--- src/urbt_pkg.sv ---
package urbt_pkg;
    // ------------------------------------------------------------
    // register byte addresses
    // ------------------------------------------------------------
    localparam logic [7:0] A_DATA = 8'h00;
    localparam logic [7:0] A_FIFO_CTRL = 8'h04;
    localparam logic [7:0] A_LCR = 8'h08;
    localparam logic [7:0] A_MODEM_CTRL = 8'h0C;
    localparam logic [7:0] A_LINE_STAT = 8'h10;
    localparam logic [7:0] A_DLL = 8'h14;
    localparam logic [7:0] A_DIV_HI = 8'h18;
    localparam logic [7:0] A_ALT_FUNC = 8'h1C;
    localparam logic [7:0] A_FEATURE = 8'h20;
    localparam logic [7:0] A_TRG = 8'h24;
    localparam logic [7:0] A_FLVL = 8'h28;
    // ------------------------------------------------------------
    // field positions, field values and write mask
    // ------------------------------------------------------------
    localparam int FC_FIFO_EN = 0;
    localparam int FC_RX_CLR = 1;
    localparam int FC_TX_CLR = 2;
    localparam int FC_BLOCK = 3;
    localparam int MC_PRESCALE = 7;
    localparam int AF_MF_LO = 1;
    localparam int FEAT_HDX = 3;
    localparam int LS_RX_DATA = 0;
    localparam int LS_HOLD_EMPTY = 5;
    localparam int LS_TX_EMPTY = 6;
    localparam logic [1:0] MF_RX_READY = 2'h2;
    localparam logic [7:0] FC_KEEP = 8'h09;
    // ------------------------------------------------------------
    // reset values and counts
    // ------------------------------------------------------------
    localparam logic [7:0] FC_RST = 8'h00;
    localparam logic [4:0] LCR_RST = 5'h03;
    localparam logic [7:0] MC_RST = 8'h00;
    localparam logic [7:0] AF_RST = 8'h00;
    localparam logic [7:0] FEAT_RST = 8'h00;
    localparam logic [7:0] DLL_RST = 8'h01;
    localparam logic [7:0] DIV_HI_RST = 8'h00;
    localparam logic [7:0] TX_TRIG_RST = 8'h08;
    localparam logic [7:0] RX_TRIG_RST = 8'h08;
    localparam logic [1:0] PRESCALE_LAST = 2'h3;
    localparam logic [3:0] SAMPLE_LAST = 4'hF;
    localparam logic [2:0] MIN_DATA_BITS = 3'h5;

    typedef struct packed {
        logic par_even;
        logic par_en;
        logic stop2;
        logic [1:0] wlen;
    } urbt_lcr_s;

    typedef enum logic [2:0] {TX_IDLE, TX_START, TX_DATA, TX_PARITY, TX_STOP} urbt_tx_e;
endpackage : urbt_pkg

--- src/urbt_top.sv ---
`timescale 1ns/1ps
module urbt_top
    import urbt_pkg::*;
#(
    parameter int DEPTH = 128
) (
    input wire logic pclk,
    input wire logic presetn,
    input wire logic ce,
    input wire logic psel,
    input wire logic penable,
    input wire logic pwrite,
    input wire logic [7:0] paddr,
    input wire logic [31:0] pwdata,
    output logic [31:0] prdata,
    output logic pready,
    output logic pslverr,
    input wire logic rx_valid,
    input wire logic [7:0] rx_byte,
    input wire logic rx_timeout,
    output logic tx_out,
    output logic sample_tick16,
    output logic tx_ready_pin_n,
    output logic rx_ready_pin_n,
    output logic multifunction_pin_n,
    output logic irq_out_first_channel
);
    localparam int PW = $clog2(DEPTH);
    localparam int CW = $clog2(DEPTH + 1);
    localparam logic [CW-1:0] CAP_FIFO = CW'(DEPTH);
    localparam logic [CW-1:0] CAP_ONE = CW'(1);

    // ------------------------------------------------------------
    // registers
    // ------------------------------------------------------------
    logic [7:0] fifo_control_register;
    logic [7:0] modem_control_register;
    logic [7:0] alternate_function_register;
    logic [7:0] feature_control_register;
    logic [7:0] divisor_low;
    logic [7:0] divisor_high_byte;
    logic [7:0] tx_trig;
    logic [7:0] rx_trig;
    urbt_lcr_s line_ctrl;

    // ------------------------------------------------------------
    // apb decode
    // ------------------------------------------------------------
    wire acc = psel & penable;
    wire done = acc & pready;
    wire wr = done & pwrite;
    wire rd = done & ~pwrite;
    wire hit_data = paddr == A_DATA;
    wire hit_fc = paddr == A_FIFO_CTRL;
    wire hit_lcr = paddr == A_LCR;
    wire hit_mc = paddr == A_MODEM_CTRL;
    wire hit_ls = paddr == A_LINE_STAT;
    wire hit_dll = paddr == A_DLL;
    wire hit_dh = paddr == A_DIV_HI;
    wire hit_af = paddr == A_ALT_FUNC;
    wire hit_feat = paddr == A_FEATURE;
    wire hit_trg = paddr == A_TRG;
    wire hit_flvl = paddr == A_FLVL;
    wire mapped = hit_data | hit_fc | hit_lcr | hit_mc | hit_ls | hit_dll
                | hit_dh | hit_af | hit_feat | hit_trg | hit_flvl;

    wire fifo_en = fifo_control_register[FC_FIFO_EN];
    wire block_mode = fifo_en & fifo_control_register[FC_BLOCK];
    wire hdx_mode = feature_control_register[FEAT_HDX];
    wire [CW-1:0] cap = fifo_en ? CAP_FIFO : CAP_ONE;
    // toggling fifo enable flushes both fifos so stale bytes never leak across modes
    wire fifo_flip = wr & hit_fc & (pwdata[FC_FIFO_EN] != fifo_en);
    wire tx_clr = fifo_flip | (wr & hit_fc & pwdata[FC_TX_CLR]);
    wire rx_clr = fifo_flip | (wr & hit_fc & pwdata[FC_RX_CLR]);

    // ------------------------------------------------------------
    // fifo storage
    // ------------------------------------------------------------
    logic [7:0] tx_mem [DEPTH];
    logic [7:0] rx_mem [DEPTH];
    logic [PW-1:0] tx_wp, tx_rp, rx_wp, rx_rp;
    logic [CW-1:0] tx_cnt, rx_cnt;
    logic tx_pop;

    wire tx_empty = tx_cnt == '0;
    wire rx_empty = rx_cnt == '0;
    // pushes into a full fifo are dropped; depth must be a power of two
    wire tx_push = wr & hit_data & (tx_cnt != cap);
    wire rx_push = rx_valid & (rx_cnt != cap);
    wire rx_pop = rd & hit_data & ~rx_empty;
    wire [7:0] tx_head = tx_mem[tx_rp];
    wire [7:0] rx_head = rx_empty ? 8'h00 : rx_mem[rx_rp];

    always_ff @(posedge pclk) begin
        if (ce && tx_push) begin
            tx_mem[tx_wp] <= pwdata[7:0];
        end
        if (ce && rx_push) begin
            rx_mem[rx_wp] <= rx_byte;
        end
    end

    always_ff @(posedge pclk or negedge presetn) begin
        if (!presetn) begin
            tx_wp <= '0;
            tx_rp <= '0;
            tx_cnt <= '0;
        end else if (ce && tx_clr) begin
            tx_wp <= '0;
            tx_rp <= '0;
            tx_cnt <= '0;
        end else if (ce) begin
            tx_wp <= tx_push ? PW'(tx_wp + 1'b1) : tx_wp;
            tx_rp <= tx_pop ? PW'(tx_rp + 1'b1) : tx_rp;
            tx_cnt <= CW'(tx_cnt + CW'(tx_push) - CW'(tx_pop));
        end
    end

    always_ff @(posedge pclk or negedge presetn) begin
        if (!presetn) begin
            rx_wp <= '0;
            rx_rp <= '0;
            rx_cnt <= '0;
        end else if (ce && rx_clr) begin
            rx_wp <= '0;
            rx_rp <= '0;
            rx_cnt <= '0;
        end else if (ce) begin
            rx_wp <= rx_push ? PW'(rx_wp + 1'b1) : rx_wp;
            rx_rp <= rx_pop ? PW'(rx_rp + 1'b1) : rx_rp;
            rx_cnt <= CW'(rx_cnt + CW'(rx_push) - CW'(rx_pop));
        end
    end

    // ------------------------------------------------------------
    // register writes
    // ------------------------------------------------------------
    always_ff @(posedge pclk or negedge presetn) begin
        if (!presetn) begin
            fifo_control_register <= FC_RST;
            line_ctrl <= LCR_RST;
            modem_control_register <= MC_RST;
            alternate_function_register <= AF_RST;
            feature_control_register <= FEAT_RST;
            divisor_low <= DLL_RST;
            divisor_high_byte <= DIV_HI_RST;
            tx_trig <= TX_TRIG_RST;
            rx_trig <= RX_TRIG_RST;
        end else if (ce && wr) begin
            if (hit_fc) begin
                fifo_control_register <= pwdata[7:0] & FC_KEEP;
            end
            if (hit_lcr) begin
                line_ctrl <= pwdata[4:0];
            end
            if (hit_mc) begin
                modem_control_register <= pwdata[7:0];
            end
            if (hit_af) begin
                alternate_function_register <= pwdata[7:0];
            end
            if (hit_feat) begin
                feature_control_register <= pwdata[7:0];
            end
            if (hit_dll) begin
                divisor_low <= pwdata[7:0];
            end
            if (hit_dh) begin
                divisor_high_byte <= pwdata[7:0];
            end
            if (hit_trg) begin
                tx_trig <= pwdata[7:0];
                rx_trig <= pwdata[15:8];
            end
        end
    end

    // ------------------------------------------------------------
    // prescaler and baud divider
    // ------------------------------------------------------------
    // pclk stands in for the oscillator; the bus needs no baud tick
    logic [1:0] pre_cnt;
    logic [15:0] baud_cnt;
    wire presc4 = modem_control_register[MC_PRESCALE];
    wire pre_tick = ~presc4 | (pre_cnt == PRESCALE_LAST);
    wire [15:0] divisor = {divisor_high_byte, divisor_low};
    wire div_ok = divisor != 16'h0000;
    wire btick = pre_tick & div_ok & (baud_cnt <= 16'h0001);

    always_ff @(posedge pclk or negedge presetn) begin
        if (!presetn) begin
            pre_cnt <= 2'h0;
            baud_cnt <= 16'h0000;
            sample_tick16 <= 1'b0;
        end else if (ce) begin
            pre_cnt <= presc4 ? 2'(pre_cnt + 2'h1) : 2'h0;
            if (pre_tick) begin
                // zero divisor parks the count so a new divisor ticks at once
                baud_cnt <= (btick || !div_ok) ? divisor : 16'(baud_cnt - 16'h0001);
            end
            sample_tick16 <= btick;
        end
    end

    // ------------------------------------------------------------
    // transmitter
    // ------------------------------------------------------------
    urbt_tx_e state;
    logic [3:0] sub;
    logic [2:0] bit_idx;
    logic [7:0] shreg;
    logic par_bit;
    logic stop_idx;

    wire [7:0] mask = 8'hFF >> (2'h3 - line_ctrl.wlen);
    wire [2:0] last_bit = 3'(MIN_DATA_BITS + {1'b0, line_ctrl.wlen} - 3'h1);
    wire head_par = line_ctrl.par_even ? ^(tx_head & mask) : ~^(tx_head & mask);
    wire bit_end = btick & (sub == SAMPLE_LAST);
    wire tx_idle = state == TX_IDLE;
    assign tx_pop = btick & tx_idle & ~tx_empty & ~tx_clr;
    wire line_bit = (state == TX_START) ? 1'b0
                  : (state == TX_DATA) ? shreg[0]
                  : (state == TX_PARITY) ? par_bit : 1'b1;

    urbt_tx_e next_state;
    always_comb begin
        next_state = state;
        case (state)
            TX_IDLE: begin
                if (tx_pop) begin
                    next_state = TX_START;
                end
            end
            TX_START: begin
                if (bit_end) begin
                    next_state = TX_DATA;
                end
            end
            TX_DATA: begin
                if (bit_end && bit_idx == last_bit) begin
                    next_state = line_ctrl.par_en ? TX_PARITY : TX_STOP;
                end
            end
            TX_PARITY: begin
                if (bit_end) begin
                    next_state = TX_STOP;
                end
            end
            TX_STOP: begin
                if (bit_end && (stop_idx || !line_ctrl.stop2)) begin
                    next_state = TX_IDLE;
                end
            end
            default: begin
                next_state = TX_IDLE;
            end
        endcase
    end

    always_ff @(posedge pclk or negedge presetn) begin
        if (!presetn) begin
            state <= TX_IDLE;
            sub <= 4'h0;
            bit_idx <= 3'h0;
            shreg <= 8'h00;
            par_bit <= 1'b0;
            stop_idx <= 1'b0;
            tx_out <= 1'b1;
        end else if (ce) begin
            state <= next_state;
            tx_out <= line_bit;
            if (btick) begin
                sub <= tx_idle ? 4'h0 : 4'(sub + 4'h1);
            end
            if (tx_pop) begin
                shreg <= tx_head;
                par_bit <= head_par;
                bit_idx <= 3'h0;
                stop_idx <= 1'b0;
            end else if (bit_end && state == TX_DATA) begin
                shreg <= {1'b0, shreg[7:1]};
                bit_idx <= 3'(bit_idx + 3'h1);
            end else if (bit_end && state == TX_STOP) begin
                stop_idx <= 1'b1;
            end
        end
    end

    // ------------------------------------------------------------
    // ready pins and interrupt pin
    // ------------------------------------------------------------
    logic rx_blk_n;
    wire [7:0] tx_lvl = 8'(tx_cnt);
    wire [7:0] rx_lvl = 8'(rx_cnt);
    wire rx_at_trig = rx_lvl >= rx_trig;
    wire tx_all_empty = tx_empty & tx_idle;
    wire next_tx_rdy_n = block_mode ? (tx_cnt == cap) : ~tx_empty;
    // empty releases the pin; empty wins over a trigger or timeout in the same cycle
    wire next_rx_blk_n = (!rx_empty && (rx_at_trig || rx_timeout)) ? 1'b0
                       : rx_empty ? 1'b1 : rx_blk_n;
    wire next_rx_rdy_n = block_mode ? next_rx_blk_n : rx_empty;
    wire tx_irq_hi = !fifo_en ? tx_empty
                   : hdx_mode ? (tx_lvl < tx_trig) | tx_all_empty
                   : (tx_lvl < tx_trig) | tx_empty;
    wire rx_irq_hi = fifo_en ? rx_at_trig : ~rx_empty;
    wire mf_rx = alternate_function_register[AF_MF_LO +: 2] == MF_RX_READY;

    always_ff @(posedge pclk or negedge presetn) begin
        if (!presetn) begin
            rx_blk_n <= 1'b1;
            tx_ready_pin_n <= 1'b0;
            rx_ready_pin_n <= 1'b1;
            multifunction_pin_n <= 1'b1;
            irq_out_first_channel <= 1'b1;
        end else if (ce) begin
            rx_blk_n <= next_rx_blk_n;
            tx_ready_pin_n <= next_tx_rdy_n;
            rx_ready_pin_n <= next_rx_rdy_n;
            multifunction_pin_n <= mf_rx ? next_rx_rdy_n : 1'b1;
            irq_out_first_channel <= tx_irq_hi | rx_irq_hi;
        end
    end

    // ------------------------------------------------------------
    // apb answer
    // ------------------------------------------------------------
    wire [7:0] line_stat = {1'b0, tx_all_empty, tx_empty, 4'h0, ~rx_empty};
    wire [31:0] rdata = hit_data ? {24'h0, rx_head}
                      : hit_fc ? {24'h0, fifo_control_register}
                      : hit_lcr ? {27'h0, line_ctrl}
                      : hit_mc ? {24'h0, modem_control_register}
                      : hit_ls ? {24'h0, line_stat}
                      : hit_dll ? {24'h0, divisor_low}
                      : hit_dh ? {24'h0, divisor_high_byte}
                      : hit_af ? {24'h0, alternate_function_register}
                      : hit_feat ? {24'h0, feature_control_register}
                      : hit_trg ? {16'h0, rx_trig, tx_trig}
                      : hit_flvl ? {16'h0, rx_lvl, tx_lvl} : 32'h0;

    always_ff @(posedge pclk or negedge presetn) begin
        if (!presetn) begin
            pready <= 1'b0;
            pslverr <= 1'b0;
            prdata <= 32'h0;
        end else if (ce) begin
            pready <= acc & ~pready;
            pslverr <= acc & ~pready & ~mapped;
            if (acc && !pready) begin
                prdata <= pwrite ? 32'h0 : rdata;
            end
        end
    end
endmodule : urbt_top

--- config.mk ---
export PLATFORM = sky130hd
export DESIGN_NAME = urbt_top
export DESIGN_NICKNAME = d
export VERILOG_FILES = /design/src/urbt_pkg.sv /design/src/urbt_top.sv
export SDC_FILE = /design/constraint.sdc
export NUM_CORES = 2
export LEC_CHECK = 0
export BUFFER_PORTS_ARGS = -buffer_cell sky130_fd_sc_hd__buf_2
export CORE_ASPECT_RATIO = 1.75
export CORE_UTILIZATION = 40
export DETAILED_ROUTE_END_ITERATION = 6
export HOLD_SLACK_MARGIN = 0.02
export SETUP_SLACK_MARGIN = 0.3
export SKIP_LAST_GASP = 1
export SLEW_MARGIN = 30
export SYNTH_ARGS = -nofsm -noshare
export SYNTH_HDL_FRONTEND = slang
export SYNTH_SLANG_ARGS = --single-unit
--- constraint.sdc ---
create_clock -name pclk -period 3.57 [get_ports pclk]
set_input_delay 0.1785 -clock pclk [delete_from_list [all_inputs] [get_ports pclk]]
set_output_delay 0.1785 -clock pclk [all_outputs]
set_load 0.005 [all_outputs]
# After elaboration in Yosys (flattened, before gate mapping)
# Memories as Yosys holds them, arrays and structs flattened.
# Index checks and enable logic that the tools add are counted.
# op_classes
addsub	15
n_lt_le_gt_ge	3
eq_ne	28
n_shift	1
mux	63
bitwise_logic	47
n_reduce_logical	52
# ops
op	n
$mux W16	13
$mux W7	12
$mux W8	8
$reduce_and A2 Y1	17
$eq A8 B5 Y1 const B	4
$add A7 B1 Y7 const B	4
$eq A8 B6 Y1 const B	3
$logic_not A8 Y1	3
$mux W3	8
$and A1 B1 Y1	23
$mux W1	19
$add A8 B1 Y8	2
$eq A8 B4 Y1 const B	2
$le A16 B1 Y1 const B	1
$ne A8 B8 Y1	2
$or A1 B1 Y1	16
$reduce_bool A16 Y1	1
$reduce_bool A2 Y1	8
$sub A16 B1 Y16 const B	1
$sub A8 B1 Y8	2
$pmux W3 S5	1
$logic_and A1 B1 Y1	11
$ne A2 B2 Y1 const B	5
$and A8 B8 Y8	1
29 further kinds	42
# word_totals
regBits	186
ram_bits	2048
in_bits	56
out_inout_bits	40
elab_cells	247
n_memories	2
# mem_list
memory	depth	width	read_ports	rd_ports_with_merged_regs	write_ports	line	source
rx_mem	128	8	1	0	1	urbt_top.sv:80	logic [7:0] rx_mem [DEPTH];
tx_mem	128	8	1	0	1	urbt_top.sv:79	logic [7:0] tx_mem [DEPTH];

# Depth between registers and ports, before layout
# depth
depth_word	13
mapped_depth	18
depth_no_buf	18

# Worst setup path after synthesis
# Ideal clock, no wire load.
# synth_timing
path_kind	input -> register
from	input paddr[1]
to	register tx_cnt[6]
setup_ns	0.133
t_arrival_ns	3.202
t_required_ns	3.437
setup_slack_ns	0.235
stages	16
path_buffers	1
path_cell_list	or4b_2 clkbuf_1 nor3_1 nand3b_1 nor2_1 ha_1 inv_1 ha_1 fa_1 a21oi_1 o21bai_1 a21oi_1 nor2_1 nor2_1 xor2_1 o22ai_1
# synth_via
elab_chain_len	9
word_cells_on_any_way	16
cone_classes	2 x add/sub; 1 x eq/ne; 2 x mux; 8 x bitwise; 3 x reduce/logical
# synth_lines
item	line	source
from (decl)	urbt_top.sv:13	input wire logic [7:0] paddr,
parallel branches: the longest is 9 deep, another holds $add A8 B1 Y8	--	
to (signal assigned)	urbt_top.sv:115	tx_cnt <= CW'(tx_cnt + CW'(tx_push) - CW'(tx_pop));
to (decl)	urbt_top.sv:82	logic [CW-1:0] tx_cnt, rx_cnt;
# Several ways; the timed one is not identified. The select of a mux whose other input is x is not followed.
# A chain may end at the register's enable or synchronous reset.

# Worst setup path after layout
# layout_timing
from	register tx_rp[0]
to	register par_bit
# layout_via
elab_chain_len	4
word_cells_on_any_way	5
cone_classes	1 x mux; 1 x bitwise; 2 x reduce/logical; 1 x memory
# layout_lines
item	line	source
from (decl)	urbt_top.sv:81	logic [PW-1:0] tx_wp, tx_rp, rx_wp, rx_rp;
from (signal assigned)	urbt_top.sv:114	tx_rp <= tx_pop ? PW'(tx_rp + 1'b1) : tx_rp;
$mem_v2 Z128 W8 *	--	
$and A8 B8 Y8 *	urbt_top.sv:217	wire head_par = line_ctrl.par_even ? ^(tx_head & mask) : ~^(tx_head & mask);
$reduce_xnor A8 Y1 / $reduce_xor A8 Y1 (equally long branches)	urbt_top.sv:217	
$mux W1 *	urbt_top.sv:217	
to (signal assigned)	urbt_top.sv:277	par_bit <= head_par;
to (decl)	urbt_top.sv:212	logic par_bit;
# Every way passes the cells marked *; elsewhere a longest branch is shown, timed or not.

==> metrics.md <==
| Metric | Value |
|---|---|
| Pins Over Slew Limit | 0 |
| Die X | 360 µm |
| Yosys cell types | between 80 and 90 |
| Routed WL | 251000 µm |
| I/O Pins | 96 |
| Slowest CP cell | mux4_2 |
| Gate Count Post-Synth | 4673 |
| Full die area | 226000 µm² |
| Worst-skew pair later-pin latency | roughly 900 ps |
| Post-layout min period | 3650 ps |
| Crit share post-route | 1.02 |
| Worst slew pin tran | 992 ps |
| Placeable Area | 222000 µm² |
| I/O Buffers | between 60 and 70 |
| Clock power share | 0.371 |
| Vias | between 40000 and 50000 |
| Crit end category | register |
| CP startpoint | tx_rp[0]$_DFFE_PN0P_ |
| CTS tree | done |
| Clock buffer depth | 4 |
| FP Rows | ~230 |
| Violated checks | setup timing |
| Crit Path Max Fanout | 14 |
| Fin nets | 5558 |
| GRT overflow | 0 |
| Adder-cell area share of the yosys netlist | 0.00687 |
| Root Driver | clkbuf_16 |
| VDD IR-drop max | 0.388 mV |
| Post-synth EDFFs | 2048 |
| DRC viols | 0 |
| Starting DRT DRC Count | 4316 |
| WP data required | 4340 ps |
| Slack of the critical path | -79.2 ps |
| Slew HR | 0.338 |
| Overall Power | 58700 µW |
| Final hold vios | 0 |
| XOR/XNOR Fraction of Synth Area | 0.00444 |
| Antenna Nets Post-Route | 0 |
| RR Startpoint | tx_rp[0]$_DFFE_PN0P_ |
| RePlAce Congestion | 0.921 |
| Most common cell in the synthesized netlist | edfxtp_1 |
| Post-Synth Simple-Gate Area | 0.0363 |
| Leak | 0.0348 µW |
| Kind of critical path | register to register |
| Main synth FF type | edfxtp_1 |
| First-pass GRT wire length | roughly 360000 µm |
| TritonCTS buffer count | 201 |
| Yosys reg bits | 2218 |
| Crit path cell chain | buf_12 -> buf_16 -> buf_4 -> buf_4 -> mux4_2 -> a211oi_1 -> a311o_1 -> a31oi_4 -> xor2_1 -> xnor2_1 -> xnor2_1 -> xnor3_1 -> mux2_4 |
| Worst Skew | 88.0 ps |
| Internal power | 44800 µW |
| RSZ-0062 raised after global routing | yes |
| Share of layout cells above drive strength 1 | 0.318 |
| Switching power | 13900 µW |
| Vias in the first global route | 50129 |
| Switching Share | 0.237 |
| Area grow syn2layout | 18.8% |
| Num Clock Sinks | 2218 |
| Startpoint class of the critical path | register |
| Drt first pass iters | 6 |
| Vias per Instance | 5.63 |
| Die Y | 628 µm |
| Dominant cell type by area after synthesis | edfxtp_1 |
| Hold Path Class | input pin to register |
| Clock slew at reported path FFs | ~70 ps |
| Critical Path AT | about 4400 ps |
| Post-synthesis mux area share | 0.160 |
| DP Worst Slack | -610 ps |
| Share of Yosys cell area claimed by the top area cell type | 0.687 |
| Tot GR Track Use | 0.220 |
| Avg Cell Area, Syn | around 19 µm² |
| Initial antenna violation count | 5 |
| CP max stage delay | 510 ps |
| Largest family of logic cells by synthesized area | multiplexers |
| Syn Std Cell Area | 89600 µm² |
| Sequential power share | 0.492 |
| Pin count of the biggest net entering global routing | 129 |
| Fmax | 274 MHz |
| Initial cell density of the core | 0.403 |
| Combinational Power Share | 0.137 |
| Fraction of registers with async set/reset | 0.0766 |
| Top post-synthesis cells by count | 2048 x edfxtp_1, 452 x mux4_2, 377 x nor2_1 |
| Synth warn | 0 |
| PwrDens | between 500 and 600 nW/µm² |
| Synth area leaders | edfxtp_1 69%, mux4_2 11%, dfrtp_1 4.5% |
| Max H-tree Level | 4 |
| HPWL after DPL | 170000 µm |
| Status | finished with violations |
| Sequential element share of the synthesized area | 0.734 |
| Final setup fails | 1 |
| Drt wl/cell | 29.5 µm |
| Compound-Gate Fraction of Synth Area | 0.0374 |
| Max Cap Viol | 0 |
| Hold Path Origin | pwdata[15] |
final timing paths:
path                                              end  slack [ps]  depth (start not counted)
min reg2reg                     prdata[5]$_DFFE_PN0P_         490                          2
min                            rx_trig[7]$_DFFE_PN0P_         110                          3
max reg2reg                       par_bit$_DFFE_PN0P_         -80                         13
max in group asynchronous        tx_rp[0]$_DFFE_PN0P_        2600                          4
max                               par_bit$_DFFE_PN0P_         -80                         13
min in group asynchronous  divisor_low[0]$_DFFE_PN1P_         490                          3
repair_timing:
| action | in CTS | in global routing |
|---|---|---|
| pin swaps | 39 | 37 |
| setup buffers | 54 | 40 |
| endpoints found under the hold margin | 815 | 0 |
| setup endpoints to repair | 16 | 108 |
| hold buffers | 42 | 0 |
| gates resized for setup | 151 | 75 |
| cloned | 11 | 1 |
routing by layer:
layer / wire, µm / up-vias / global-route usage
li1: - / 20517 / -
met1: 83300 / 25165 / 0.229
met2: 137000 / 1583 / 0.414
met3: 11500 / 616 / 0.0279
met4: 18800 / 2 / 0.139
met5: 13 / - / 0
worst max-delay path, delay by kind of cell (launching register included):
kind / cells / cell delay (ps)
buf+inv: 4 / 760
compound gates: 3 / 780
flops: 1 / 440
mux: 2 / 780
xor+xnor: 4 / 810
stage by stage:
stage / util / setup TNS (ps) / hold WS (ps) / instances / cell area [µm²]
5_1_grt: 0.478 / -202 / 112 / 8504 / 106000
3_5_place_dp: 0.437 / -689 / 292 / 7989 / 97200
2_1_floorplan: - / 0 / -117 / 4688 / 89600
3_3_place_gp: 0.437 / -614 / 284 / 7989 / 97200
4_1_cts: 0.476 / -26.6 / 55.9 / 8461 / 106000
6_report: 0.478 / -79.2 / 113 / 8505 / 106000
flip-flops by register name (all words and copies together) (netlist names), 16 cells and up:
signal,count
rx_mem,1024
tx_mem,1024
prdata,16
baud_cnt,16
cells by family after synthesis:
kind of cell	Yosys count
compound gates	516
fa+ha+maj	48
simple gates	741
buf+inv	323
mux	783
xor+xnor	43
flops	2218
other cells	1
power groups by stage:
stage / clock [µW] / combinational, µW / sequential [µW]
2_1_floorplan: 0 / 4530 / 29300
3_3_place_gp: 0 / 6890 / 29400
3_5_place_dp: 0 / 7000 / 29400
4_1_cts: 22200 / 7890 / 28900
5_1_grt: 23000 / 8500 / 28900
6_report: 21800 / 8050 / 28900
cell usage in the layout (no fill, tap or decap), types with 39 or more instances in the layout:
cell type | synthesis | layout
buf_2 | 45 | 46
mux2_2 | 101 | 98
mux4_1 | 42 | 39
nand2_1 | 165 | 163
mux2i_1 | 188 | 185
buf_4 | 46 | 630
dfrtp_1 | 160 | 151
inv_1 | 54 | 44
nor2_1 | 377 | 358
edfxtp_1 | 2048 | 2048
o21ai_0 | 111 | 93
buf_12 | 10 | 64
mux4_2 | 452 | 455
clkbuf_1 | 117 | 42
a21oi_1 | 130 | 111
ha_1 | 46 | 42
o22ai_1 | 55 | 47
dlygate4sd3_1 | 0 | 41
nand3_1 | 41 | 39
clkbuf_16 | 0 | 210
final cells by class:
class,instances,area [µm²]
Timing Repair Buffer,828,7620
Clock buffer,257,5460
Fill cell,18343,116000
Tap cell,2887,3610
Antenna cell,2,5.00
Sequential cell,2218,65800
Inverter,58,218
Multi-Input combinational cell,2147,22600
Clock inverter,108,1080
(Power assumes the default switching activity.)
